`config.mk`:
```
export PLATFORM = sky130hd
export DESIGN_NAME = hpc_control_pins
export DESIGN_NICKNAME = d
export VERILOG_FILES = /design/src/core/hpc_control_pins.v
export VERILOG_INCLUDE_DIRS = /design/src /design/src/core
export SDC_FILE = /design/constraint.sdc
export NUM_CORES = 1
export LEC_CHECK = 0
export BUFFER_PORTS_ARGS = -buffer_cell sky130_fd_sc_hd__buf_2
export CELL_PAD_IN_SITES_DETAIL_PLACEMENT = 1
export CELL_PAD_IN_SITES_GLOBAL_PLACEMENT = 2
export CORE_ASPECT_RATIO = 0.7
export CORE_MARGIN = 2
export CORE_UTILIZATION = 36
export CTS_CLUSTER_DIAMETER = 80
export CTS_CLUSTER_SIZE = 8
export DETAILED_ROUTE_END_ITERATION = 8
export PLACE_DENSITY = 0.85
export SLEW_MARGIN = 0
export SYNTH_ARGS = -nofsm -noshare
export SYNTH_HDL_FRONTEND = slang
export SYNTH_SLANG_ARGS = --single-unit
```
`constraint.sdc`:
```
create_clock -name clk -period 3.03 [get_ports clk]
set_clock_uncertainty 0.2 [all_clocks]
set_input_delay 0.606 -clock clk [delete_from_list [all_inputs] [get_ports clk]]
set_output_delay 0.606 -clock clk [all_outputs]
set_load 0.02 [all_outputs]
```
`src/core/hpc_consts.vh`:
```
// Constants for the hot-plug control pin block
`ifndef HPC_CONSTS_VH
`define HPC_CONSTS_VH

// ****************************************
// Serial address
// ****************************************
`define HPC_ADDR_HIGH 5'h1D

// ****************************************
// Register indexes
// ****************************************
`define HPC_REG_CTRL 8'h00
`define HPC_REG_STAT 8'h01

// ****************************************
// Control fields
// ****************************************
`define HPC_CTRL_RUN 0
`define HPC_CTRL_NOTIFY_EN 1
`define HPC_CTRL_GPIO_DIR 2
`define HPC_CTRL_GPIO_VAL 3
`define HPC_CTRL_RESET 8'h01

// ****************************************
// Status fields
// ****************************************
`define HPC_STAT_EVENT 0
`define HPC_STAT_SENSE 1
`define HPC_STAT_GPIO 2

`endif

```
`src/core/hpc_control_pins.v`:
```
// Hot-plug notification, control pins and serial port of the display encoder
`timescale 1ns/1ps
`default_nettype none
`include "hpc_consts.vh"
// Behaviour
// - The video qualifier input is high exactly while active pixels arrive and gates pixel acceptance.
// - Line and frame timing of incoming data is taken from the horizontal and vertical sync inputs.
// - With the notify pin enabled as output, a detected termination change pulls it low.
// - The notify pin is only ever pulled low or released, never driven high.
// - Once low, the notify pin stays low until a serial-port write releases it.
// - The serial address is 1,1,1,0,1 then the inverse of the select pin then the select pin level.
// - While the active-low reset pin is low the device is held in power-on reset.
// - The spare pin direction and output value are set, and its level read, over the serial port.
// - While the reset pin is high, device reset follows a run bit in a serial-port register.
// - The serial port has a controller-driven clock and a two-way data line the device also drives.
module hpc_control_pins (
  // Clock and reset
  input wire clk,
  input wire reset,
  input wire reset_in_n,
  output wire device_reset,
  // Video qualification
  input wire active_video_qualifier,
  input wire hsync_in,
  input wire vsync_in,
  output reg pixel_valid,
  output reg line_start,
  output reg frame_start,
  // Hot plug
  input wire plug_sense_in,
  input wire plug_event_out_n_in,
  output wire plug_event_out_n_out,
  output wire plug_event_out_n_oe_n,
  output wire plug_event_out,
  // Spare general-purpose pin
  input wire gpio_in,
  output wire gpio_out,
  output wire gpio_oe_n,
  // Serial port
  input wire addr_select_pin,
  input wire serial_clock_line,
  input wire serial_data_line_in,
  output wire serial_data_line_out,
  output wire serial_data_line_oe_n
);

  localparam ST_IDLE = 3'h0;
  localparam ST_ADDR = 3'h1;
  localparam ST_WREG = 3'h2;
  localparam ST_WDAT = 3'h3;
  localparam ST_ACK = 3'h4;
  localparam ST_RDAT = 3'h5;
  localparam ST_RACK = 3'h6;

  reg [7:0] ctrl;
  reg event_flag;
  reg sense_s1;
  reg sense_s2;
  reg sense_s3;
  reg hsync_q;
  reg vsync_q;
  reg scl_q;
  reg sda_q;
  reg [2:0] state;
  reg [3:0] cnt;
  reg [7:0] shift;
  reg [7:0] tx;
  reg [7:0] idx;
  reg is_read;
  reg drive_low;
  reg stat_clear;
  reg idx_loaded;
  wire core_reset;
  wire [6:0] my_addr;
  wire start_cond;
  wire stop_cond;
  wire scl_rise;
  wire scl_fall;
  wire sense_change;
  reg [7:0] rd_val;

  // ****************************************
  // Reset
  // ****************************************
  assign core_reset = reset | ~reset_in_n | ~ctrl[`HPC_CTRL_RUN];
  assign device_reset = core_reset;

  // ****************************************
  // Video qualification
  // ****************************************
  always @(posedge clk) begin
    if (core_reset) begin
      pixel_valid <= 1'b0;
      line_start <= 1'b0;
      frame_start <= 1'b0;
      // Track the pins in reset: no false edge on release
      hsync_q <= hsync_in;
      vsync_q <= vsync_in;
    end else begin
      pixel_valid <= active_video_qualifier;
      hsync_q <= hsync_in;
      vsync_q <= vsync_in;
      line_start <= hsync_in & ~hsync_q;
      frame_start <= vsync_in & ~vsync_q;
    end
  end

  // ****************************************
  // Hot-plug sense and notification
  // ****************************************
  assign sense_change = sense_s2 ^ sense_s3;

  always @(posedge clk) begin
    if (core_reset) begin
      sense_s1 <= 1'b0;
      sense_s2 <= 1'b0;
      sense_s3 <= 1'b0;
      event_flag <= 1'b0;
    end else begin
      sense_s1 <= plug_sense_in;
      sense_s2 <= sense_s1;
      sense_s3 <= sense_s2;
      // Set wins over a release in the same cycle
      event_flag <= sense_change | (event_flag & ~stat_clear);
    end
  end

  assign plug_event_out = event_flag;
  assign plug_event_out_n_out = 1'b0;
  assign plug_event_out_n_oe_n = ~(event_flag & ctrl[`HPC_CTRL_NOTIFY_EN]);

  // ****************************************
  // Spare pin
  // ****************************************
  assign gpio_out = ctrl[`HPC_CTRL_GPIO_VAL];
  assign gpio_oe_n = ~ctrl[`HPC_CTRL_GPIO_DIR];

  // ****************************************
  // Serial port
  // ****************************************
  assign my_addr = {`HPC_ADDR_HIGH, ~addr_select_pin, addr_select_pin};
  assign start_cond = serial_clock_line & scl_q & sda_q & ~serial_data_line_in;
  assign stop_cond = serial_clock_line & scl_q & ~sda_q & serial_data_line_in;
  assign scl_rise = serial_clock_line & ~scl_q;
  assign scl_fall = ~serial_clock_line & scl_q;
  assign serial_data_line_out = 1'b0;
  assign serial_data_line_oe_n = ~drive_low;

  always @* begin
    rd_val = 8'h00;
    case (idx)
      `HPC_REG_CTRL: rd_val = ctrl;
      `HPC_REG_STAT: rd_val = {5'h00, gpio_in, sense_s2, event_flag};
      default: rd_val = 8'h00;
    endcase
  end

  always @(posedge clk) begin
    if (reset | ~reset_in_n) begin
      ctrl <= `HPC_CTRL_RESET;
      scl_q <= 1'b1;
      sda_q <= 1'b1;
      state <= ST_IDLE;
      cnt <= 4'h0;
      shift <= 8'h00;
      tx <= 8'h00;
      idx <= 8'h00;
      is_read <= 1'b0;
      drive_low <= 1'b0;
      stat_clear <= 1'b0;
      idx_loaded <= 1'b0;
    end else begin
      scl_q <= serial_clock_line;
      sda_q <= serial_data_line_in;
      stat_clear <= 1'b0;
      if (start_cond) begin
        state <= ST_ADDR;
        cnt <= 4'h0;
        idx_loaded <= 1'b0;
        drive_low <= 1'b0;
      end else if (stop_cond) begin
        state <= ST_IDLE;
        drive_low <= 1'b0;
      end else if (scl_rise) begin
        case (state)
          ST_ADDR, ST_WREG, ST_WDAT: begin
            shift <= {shift[6:0], serial_data_line_in};
            cnt <= cnt + 4'h1;
          end
          ST_RDAT: begin
            tx <= {tx[6:0], 1'b0};
            cnt <= cnt + 4'h1;
          end
          ST_RACK: begin
            if (serial_data_line_in) begin
              state <= ST_IDLE;
            end else begin
              idx <= idx + 8'h01;
            end
          end
          default: begin
          end
        endcase
      end else if (scl_fall) begin
        case (state)
          ST_ADDR: begin
            if (cnt == 4'h8) begin
              if (shift[7:1] == my_addr) begin
                is_read <= shift[0];
                drive_low <= 1'b1;
                state <= ST_ACK;
              end else begin
                state <= ST_IDLE;
              end
            end
          end
          ST_WREG: begin
            if (cnt == 4'h8) begin
              idx <= shift;
              idx_loaded <= 1'b1;
              drive_low <= 1'b1;
              state <= ST_ACK;
            end
          end
          ST_WDAT: begin
            if (cnt == 4'h8) begin
              if (idx == `HPC_REG_CTRL) begin
                ctrl <= shift;
              end
              if (idx == `HPC_REG_STAT) begin
                stat_clear <= shift[`HPC_STAT_EVENT];
              end
              idx <= idx + 8'h01;
              drive_low <= 1'b1;
              state <= ST_ACK;
            end
          end
          ST_ACK: begin
            cnt <= 4'h0;
            if (is_read) begin
              tx <= rd_val;
              drive_low <= ~rd_val[7];
              state <= ST_RDAT;
            end else begin
              drive_low <= 1'b0;
              state <= idx_loaded ? ST_WDAT : ST_WREG;
            end
          end
          ST_RDAT: begin
            if (cnt == 4'h8) begin
              drive_low <= 1'b0;
              state <= ST_RACK;
            end else begin
              drive_low <= ~tx[7];
            end
          end
          ST_RACK: begin
            tx <= rd_val;
            drive_low <= ~rd_val[7];
            cnt <= 4'h0;
            state <= ST_RDAT;
          end
          default: begin
          end
        endcase
      end
    end
  end

endmodule // hpc_control_pins
`default_nettype wire

```
Yosys cells after proc, flatten, opt, wreduce, memory -nomap -nowiden. Index checks and enable logic that the tools add are counted. W data, S select, Z words.

Input bits: 12. Output and inout bits: 11. Word-level logic and storage cells: 150. Bits in registers: 54.

$add $sub $neg: 2. Muxes and demuxes: 36. Reduce and logical (&&, ||, !) cells: 25. Equal/unequal tests: 28. Bitwise operators: 37.

Operator list (number): $mux W8 (10); $pmux W8 S2 (3); $reduce_and A7 Y1 (4); $mux W3 (9); $not A1 Y1 (22); $mux W4 (4); $ne A3 B3 Y1 const B (5); $pmux W3 S5 (1); $reduce_and A6 Y1 (2); $and A1 B1 Y1 (11); $ne A2 B2 Y1 const B (5); $ne A5 B5 Y1 const B (2); $eq A3 B3 Y1 const B (3); $add A8 B1 Y8 const B (1); $eq A8 B1 Y1 const B (1); $logic_not A8 Y1 (1); $mux W1 (8); $reduce_and A4 Y1 (2); $reduce_and A8 Y1 (1); $reduce_or A8 Y1 (1); $eq A7 B7 Y1 (1); $reduce_bool A7 Y1 (1); $eq A3 B2 Y1 const B (2); $ne A2 B1 Y1 const B (3); 18 further kinds (25).

Logic depth before layout (Yosys ltp). Gate-level depths: netlist of the first run.

Depth in word-level cells: 9. Depth in mapped cells: 9. Gate-level depth less buffers: 7.

Least setup slack after synthesis of the first run. OpenSTA, ideal clock, no wires.

Path type: input to register. From: in serial_clock_line. To: reg ctrl[2]. Cell stages on the path: 8. Required time: 2.743 ns. Setup time: 0.087 ns. Buffers on the path: 2. Path slack: 0.615 ns. Arrival time: 2.128 ns. Cell sequence: ha_1 -> and3b_1 -> nor4_1 -> and4b_1 -> clkbuf_1 -> buf_2 -> nand3_1 -> o31ai_1.

Longest elaborated chain between the ends: 5. Elaborated cells on any way between the ends: 12. Classes of those cells: bitwise (11); reduce/logical (1).

RTL lines: start, declared (line hpc_control_pins.v:41) `input wire serial_clock_line,`; $and A1 B1 Y1 (line hpc_control_pins.v:142, hpc_control_pins.v:143); $and A1 B1 Y1, on equally long branches (2 in a row) (line hpc_control_pins.v:143, hpc_control_pins.v:142); $not A1 Y1 (no source line); $reduce_and A7 Y1 (no source line) *; end signal, assigned (line hpc_control_pins.v:160) `` ctrl <= `HPC_CTRL_RESET; ``; end signal, assigned (line hpc_control_pins.v:228) `ctrl <= shift;`; end, declared (line hpc_control_pins.v:55) `reg [7:0] ctrl;`.

Mark *: on every way between the ends. The rest lies on a longest branch, timed or not. A chain may end at the register's enable or synchronous reset.

Worst setup path after layout of the first run.
From: reg idx[1]. To: reg ctrl[4].

Longest elaborated chain between the ends: 2.

RTL lines: start, declared (line hpc_control_pins.v:68) `reg [7:0] idx;`; start signal, assigned (line hpc_control_pins.v:198) `idx <= idx + 8'h01;`; start signal, assigned (line hpc_control_pins.v:219) `idx <= shift;`; start signal, assigned (line hpc_control_pins.v:233) `idx <= idx + 8'h01;`; $logic_not A8 Y1; $reduce_and A7 Y1 (no source line).

Every way passes these cells.

==> out/metrics.cfg, run 1 <==
[route]
drt_iter0_markers = 128
wl_um = 7350
detail-route-antenna-nets = 0
drt_pass1_iterations = 4
drc = 0
post_drt_via_cell_ratio = 5.43
routed-via-count = 2410
wl_per_cell_um = 16.5

[worst_hold_path]
hp-class = input port to register

[finish]
insertedDiodeCount = 0
final_cell_area_um2 = 3050
finalNonFillerCells = 444
fillers = 908
multi_input_area_um2 = 1510
register_area_um2 = 1080
syn2layout_area_growth_pct = 12.6
fin_nets = 365
final_layout_size_suffix_gt1_share_pct = 14.5

[placed_design]
hpwl_um = 5440
dpl_cell_area_um2 = 2940
gp_congestion = 0.820
place_inst = 436
port_buffers = 19

[run]
maxCapViolCount = 0

[global_routing]
overflow = 0
gr-usage-all-layers_pct = 19.3
antenna_found_initial = 0
first_global_vias = 2460
grt_pass1_wl_um = 12500
grt_max_degree = 26

[synthesis]
synth_commonest_cells = dfxtp_1, nand2_1, nor2_1
syn_inst = 326
synth.most_common_cell = dfxtp_1
yosysWarnings = 0
synth_area_leader_cell = dfxtp_1
synth_area_leaders = dfxtp_1, nand2_1, mux2i_1
ys_seq_elements = 54
syn_area_per_cell_um2 = 8.31
synth.distinct_cells = 54
synth-edff-count = 0
synth_top_area_share_pct = 39.9
synth_async_sr_flop_share_pct = 0
syn_area_um2 = 2710
synth_flop_cell = dfxtp_1
yosysSeqAreaShare_pct = 39.9

[sta]
rsz0062_at_grt = false
fmax_ghz = 0.392
hold_viol = 0
maxSlewViolCount = 0
finalSetupViolCount = 0
setup_tns_ns = 0
period_share_pct = 84.2
slew_headroom_pct = 27.3
tightest_slew_ns = 1.08
layout_min_cycle_time_ns = 2.55

[power]
pwr-share-comb_pct = 5.9
peakVddDrop_mv = 0.212
switching_share_pct = 23.9
seqPwrFrac_pct = 55.3
p_switching_uw = 310
leakage_uw = 0.00110
internal-power_uw = 987
p_clk_share_pct = 38.7
power_density_nw_per_um2 = 425

[floorplan]
ios = 23
die_w_um = 108
start_util_pct = 37.2
dieArea_um2 = 8250
coreArea_um2 = 7290
fp-row-count = 26
dieHeight_um = 76.6

[setup_path]
critPathMaxFanout = 16
endpoint_kind = register
critPathLaunchType = register
crit_arrival_ns = 2.59
required_ns = 3.07
crit_type = register to register

[clock_tree]
clock_sinks = 54
clock_latency_ns = 0.32
clk_pin_slew_worst_paths_ns = 0.10
htree_levels = 2
ctsResizeCount = 0
ctsHoldBuffers = 0
cts_tree = yes
root_buffer = clkbuf_8
clock_tree.buffer_depth = 2
cts_buffers = 5
postCtsSetupBuffers = 0

[outcome]
outcome = finished, final reports clean

==> final timing paths <==
path	from	endpoint	slack, ns	depth (start not counted)
hold / removal	vsync_in	vsync_q	0.19	1
hold reg to reg	vsync_q	frame_start	0.21	1
setup reg to reg	idx[1]	ctrl[4]	0.48	7
setup / recovery	idx[1]	ctrl[4]	0.48	7
==> sequential cells by signal, indices dropped and copies added, names as in the netlist, 3 cells and up <==
signal and flops:
tx 8, idx 8, state 3, ctrl 8, shift 8, cnt 4
==> per-stage QoR <==
step	hold WS [ns]	power, uW	setup WS, ns	utilization (%)
floorplan	0.173	784	0.615	-
global placement	0.179	809	0.270	40.3
detailed placement	0.185	811	0.230	40.3
CTS	0.181	1310	0.507	41.9
global route	0.177	1350	0.323	41.9
finish	0.191	1300	0.480	41.9
==> power by group through the flow <==
stage | clock network [uW] | registers [uW] | logic (uW)
floorplan | 0 | 735 | 48.3
global placement | 0 | 734 | 74.8
detailed placement | 0 | 734 | 76.7
CTS | 518 | 718 | 76.8
global route | 548 | 719 | 85.4
finish | 503 | 718 | 76.8
==> placed cells by master, fill, tap and decap left out, types with 3 or more instances in the layout <==
cell type and count:
clkbuf_8 5, a221oi_1 5, nor3b_1 4, nor3_1 19
o211ai_1 4, nand3b_1 3, inv_1 11, nor2b_1 9
nand3_1 11, dfxtp_1 54, nor2_1 30, buf_2 19
o32ai_1 4, o21ai_0 14, and3_1 5, ha_1 8
mux2i_1 12, buf_4 12, nand2_1 34, a21oi_1 16
nor4_1 3, or2_2 3, a211oi_1 7, xor2_1 3
nand2b_1 5, a22oi_1 3
==> cell type report <==
class                   instances  share of cell area (%)
clock inverters                 3                    1.48
repair buffers                 31                    6.07
flip-flops and latches         54                    35.4
well taps                      98                    4.02
clock buffers                   5                    2.26
inverters                      11                    1.35
multi-input cells             242                    49.4
==> layer usage <==
layer	wire, um	GRT usage, %	share of wire, %	vias to the layer above
li1	-	-	-	1203
met1	4000	30.1	55	1179
met2	3080	27.1	42	22
met3	193	3.85	2.6	6
met4	70	4.23	0.95	0
met5	0	0	0	-
==> logic make-up (layout without fill, tap and decap cells) <==
| family | count (synthesis) | count (layout) | share of synthesized area (%) |
|---|---|---|---|
| buffers and inverters | 31 | 50 | 4.76 |
| multiplexers | 13 | 13 | 4.85 |
| other | 1 | 2 | 0.138 |
| adder cells (fa/ha/maj) | 8 | 8 | 3.69 |
| AND/OR/NAND/NOR | 143 | 143 | 27.3 |
| AO/OA/AOI/OAI | 71 | 71 | 17.7 |
| flip-flops | 54 | 54 | 39.9 |
| XOR/XNOR | 5 | 5 | 1.62 |
==> worst max-delay path: stages, from the launching register on <==
cell and delay, ns:
dfxtp_1 0.35, inv_1 0.11, ha_1 0.25, or3b_2 0.48, nor2_1 0.22, and4b_1 0.59
nand3_1 0.17, o21ai_0 0.11
No activity file was read; power rests on OpenSTA's default activity.
==> inputs of run 2 (changes only) <==
- ABC_AREA: default -> 1
- CORE_UTILIZATION: 36 -> 30
- PLACE_DENSITY: 0.85 -> 0.8
- clock period: 3.03 -> 2.3 ns (I/O delays scaled with it)
==> run 2 against run 1 <==
  * Sequential cell count is the same
  * Power is 52% higher
  * Cell count increased by 25%
  * Synthesized cell count up 25%
  * Global-route usage shrank 2.8 points
  * Critical path depth increased by 1
  * Register-to-register slack worse by 0.16 ns
  * Utilization down 6.0 points
  * Critical path type unchanged
  * Cell area up 7.4%
  * Clock-buffer cell count is the same
  * Highest routed layer unchanged
==> out/metrics.cfg, run 2 <==
[placed_design]
hpwl_um = 6060
gp_congestion = 0.847
place_ws_ns = 0.0998
port_buffers = 19
dpl_cell_area_um2 = 3110

[route]
drt_iter0_markers = 135
wl_met3_um = 341
detail-route-antenna-nets = 0
wl_um = 7920
routed-via-count = 2668
wl_per_cell_um = 14.2
drt_pass1_iterations = 4
drc = 0
post_drt_via_cell_ratio = 4.79
wl_met2_um = 3090
m1WireLength_um = 4400
highest_layer = met4

[floorplan]
start_util_pct = 31.1
fp-row-count = 29
dieHeight_um = 85.5
die_w_um = 120
dieArea_um2 = 10300
coreArea_um2 = 9140
ios = 23

[sta]
fmax_ghz = 0.504
layout_min_cycle_time_ns = 1.98
hold_viol = 0
rsz0062_at_grt = false
maxSlewViolCount = 0
setup_tns_ns = 0
finalSetupViolCount = 0
period_share_pct = 86.2
fin_ws_ns = 0.316

[clock_tree]
ctsResizeCount = 0
clock_latency_ns = 0.30
cts_tree = yes
ctsHoldBuffers = 0
root_buffer = clkbuf_16
clock_tree.buffer_depth = 2
postCtsSetupBuffers = 0
cts_buffers = 5
clock_sinks = 54
htree_levels = 2
clk_pin_slew_worst_paths_ns = 0.07

[synthesis]
synth.distinct_cells = 37
synth.most_common_cell = nand2_1
syn_area_um2 = 2840
ys_seq_elements = 54
synth_area_leaders = dfxtp_1, nand2_1, nor2_1
yosysSeqAreaShare_pct = 38.0
synth_flop_cell = dfxtp_1
syn_inst = 409
yosysWarnings = 0
synth_top_area_share_pct = 38.0
syn_area_per_cell_um2 = 6.95
synth_commonest_cells = nand2_1, dfxtp_1, nor2_1
synth-edff-count = 0
synth_area_leader_cell = dfxtp_1
synth_async_sr_flop_share_pct = 0

[setup_path]
crit_type = register to register
rr_worst_depth = 8
rr_endpoint = ctrl[2]
path_buf_inv = 1
crit_arrival_ns = 2.02
crit_family = simple AND/OR/NAND/NOR gates
timing.rr.start = idx[0]
regToRegSetupSlack_ns = 0.32
required_ns = 2.33
slowest_stage = nor3_4
critPathLaunchType = register
critPathMaxStageDelay_ns = 0.38
path_cells = inv_1 > ha_1 > nand2_1 > nor3_4 > nand2_4 > nor2_4 > o21ai_0 > a21oi_1
critPathMaxFanout = 16
endpoint_kind = register

[worst_hold_path]
hold_end = hsync_q
min_path_cells = 1
hold_start = hsync_in
hp-class = input port to register

[global_routing]
overflow = 0
first_global_vias = 2687
gr-usage-all-layers_pct = 16.6
antenna_found_initial = 0
grt_max_degree = 31
grt_pass1_wl_um = 13400

[finish]
final_layout_size_suffix_gt1_share_pct = 15.0
final_cell_area_um2 = 3280
final_common_cell = nand2_1
syn2layout_area_growth_pct = 15.2
fillers = 1207
multi_input_area_um2 = 1490
fin_nets = 452
final_cell_mix = nand2_1, dfxtp_1, nor2_1, inv_1, a21oi_1
register_area_um2 = 1080
insertedDiodeCount = 0

[run]
maxCapViolCount = 0

[power]
leakage_uw = 0.00138
total_power_uw = 1970
power_density_nw_per_um2 = 601
peakVddDrop_mv = 0.253

[outcome]
outcome = finished, final reports clean

-- run 2: layer usage --
| layer | GRT usage [%] | vias to the layer above |
|---|---|---|
| met3 | 4.10 | 11 |
| met2 | 23.6 | 45 |
| met5 | 0 | - |
| met1 | 24.6 | 1261 |
| li1 | - | 1351 |
| met4 | 4.44 | 0 |
-- run 2: worst max path at each step --
stage | start | to | slack, ns | cells past startpoint
after floorplan | serial_clock_line | ctrl[4] | 0.43 | 9
after detailed placement | serial_clock_line | idx[3] | 0.1 | 10
after global placement | serial_clock_line | ctrl[2] | 0.17 | 9
final | idx[0] | ctrl[2] | 0.32 | 8
after global routing | idx[0] | ctrl[2] | 0.15 | 8
after CTS | reset | device_reset | 0.33 | 4
-- run 2: kinds of logic after synthesis --
| group | after synthesis | share of synthesized area [%] |
|---|---|---|
| buffers and inverters | 66 | 9.99 |
| and+or+nand+nor | 191 | 30.8 |
| other | 1 | 0.132 |
| adders and majority gates | 8 | 3.52 |
| AOI/OAI and AO/OA | 85 | 16.3 |
| DFF | 54 | 38.0 |
| xor gates and xnor gates | 4 | 1.23 |
-- run 2: layout make-up --
type                       instances  share of cell area, %
inverter                          54                   6.26
tap                              124                   4.74
multi-input combinational        290                   45.3
clock inverter                     3                   1.34
sequential                        54                   33.0
timing repair buffer              27                   5.50
clock buffer                       5                   3.82
-- run 2: metrics by stage --
stage          util, %  instances  hold WS (ns)
3_3_place_gp      34.0        549         0.170
5_1_grt           35.8        557        0.0718
6_report          35.8        557        0.0765
3_5_place_dp      34.0        549         0.172
4_1_cts           35.8        557        0.0707
2_1_floorplan        -        410         0.167
-- run 2: where the power goes --
group	total, uW	switching, uW	leakage (uW)	internal [uW]
Sequential	949	6.26	0.000437	943
Clock	893	376	0.0000842	517
Combinational	127	86.1	0.000862	40.7
Total	1970	468	0.00138	1500
==> inputs of run 3 (changes only) <==
- REMOVE_ABC_BUFFERS: default -> 1
==> run 3 against run 2 <==
  * Cell count up 0.72%
  * Worst hold slack got worse by 0.0011 ns
  * Routed wire length grew 0.38%
  * Combinational power up 5%
  * Critical path depth fell by 1
  * Global-route usage up 0.12 points
  * Worst setup slack worse by 0.19 ns
  * Non-clock buffer count up 4
  * First-iteration DRC count fell by 4.4%
  * Register-to-register slack got worse by 0.19 ns
  * Clock-buffer cell count increased by 1
  * Sequential power about the same
==> out/metrics.cfg, run 3 (synthesis results as in run 2) <==
[outcome]
outcome = finished, final reports clean

[finish]
fin_nets = 456
final_cell_mix = nand2_1, dfxtp_1, nor2_1, inv_1, a21oi_1
syn2layout_area_growth_pct = 15.7
final_common_cell = nand2_1
finalNonFillerCells = 561
insertedDiodeCount = 0
final_layout_size_suffix_gt1_share_pct = 15.6

[clock_tree]
clock_sinks = 54
clk_pin_slew_worst_paths_ns = 0.07
ctsResizeCount = 0
root_buffer = clkbuf_16
clock_tree.buffer_depth = 2
htree_levels = 2
postCtsSetupBuffers = 0
cts_buffers = 5
cts_tree = yes
clock_latency_ns = 0.30
ctsHoldBuffers = 0

[setup_path]
regToRegSetupSlack_ns = 0.13
rr_worst_depth = 7
crit_arrival_ns = 2.15
critPathLaunchType = register
rr_endpoint = idx[6]
critPathMaxFanout = 13
timing.rr.start = scl_q
required_ns = 2.28
crit_type = register to register
endpoint_kind = register

[sta]
layout_min_cycle_time_ns = 2.17
rsz0062_at_grt = false
fin_ws_ns = 0.128
period_share_pct = 94.4
slew_headroom_pct = 66.1
finalSetupViolCount = 0
tightest_slew_ns = 0.507
hold_viol = 0
fmax_ghz = 0.460
maxSlewViolCount = 0

[global_routing]
met1_usage_pct = 24.0
grt_max_degree = 18
grt_busiest_layer = met2
first_global_vias = 2665
grtUsageMet2_pct = 24.4
use_met3_pct = 4.10
overflow = 0
grt_pass1_wl_um = 13300
gr-usage-all-layers_pct = 16.7
antenna_found_initial = 0

[worst_hold_path]
hold_end = hsync_q
min_path_cells = 1
hold_start = hsync_in
hp-class = input port to register

[route]
wl_per_cell_um = 14.2
detail-route-antenna-nets = 0
drc = 0
drt_iter0_markers = 129
post_drt_via_cell_ratio = 4.70
routed-via-count = 2636
wl_um = 7950
drt_pass1_iterations = 4

[placed_design]
place_inst = 553
place_ws_ns = -0.00861
hpwl_um = 6150
port_buffers = 19
gp_congestion = 0.870

[floorplan]
dieArea_um2 = 10300
ios = 23
die_w_um = 120
fp-row-count = 29
coreArea_um2 = 9140
start_util_pct = 31.1
dieHeight_um = 85.5

[run]
maxCapViolCount = 0

[power]
peakVddDrop_mv = 0.265
leakage_uw = 0.00139
power_density_nw_per_um2 = 596

[run 3: cell types whose count changed in the layout (fill, tap and decap cells not counted)]
cell / change
buf_4: +5
clkinv_2: -1
clkinvlp_4: +1
buf_12: -1
inv_6: -1
clkbuf_1: +1
[run 3: how the worst max path moves through the flow]
stage | cells past startpoint | end | from
floorplan | 3 | device_reset | reset_in_n
global placement | 11 | tx[2] | serial_clock_line
detailed placement | 7 | idx[6] | serial_clock_line
CTS | 7 | idx[6] | scl_q
global route | 7 | idx[6] | scl_q
finish | 7 | idx[6] | scl_q
[run 3: metrics by stage]
step	instance area (um2)	total power [uW]	hold slack (ns)	utilization (%)	setup TNS, ns
after floorplan	2770	1050	0.167	-	-0.263
after global placement	3120	1100	0.170	34.2	0
after detailed placement	3120	1100	0.175	34.2	-0.00861
after CTS	3290	2000	0.0629	36.0	0
after global routing	3290	2040	0.0614	36.0	0
final	3290	1960	0.0754	36.0	0
[run 3: worst max-delay path: stages (launching register included)]
cell and delay [ns]:
dfxtp_1 0.33, inv_1 0.06, ha_1 0.37, inv_2 0.19
nand2_1 0.41, inv_1 0.16, o21ai_0 0.23, a21oi_1 0.09
[run 3: layout make-up]
cell class                      count  area (um2)
Sequential cell                    54        1080
Clock buffer                        6         129
Clock inverter                      2        37.5
Fill cell                        1169        5850
Inverter                           54         205
Multi-Input combinational cell    290        1490
Timing Repair Buffer               31         198
Tap cell                          124         155
[run 3: per-layer routing]
layer  up-vias  wire length, um
met5         -                0
met4         0              104
met3         8              348
met2        42             3200
met1      1221             4290
li1       1365                -
[run 3: where the power goes]
| part | switching [uW] | internal [uW] | leakage [uW] |
|---|---|---|---|
| Clock | 362 | 515 | 0.0000771 |
| Combinational | 87.6 | 45.7 | 0.000878 |
| Sequential | 6.34 | 943 | 0.000437 |
| Total | 456 | 1500 | 0.00139 |
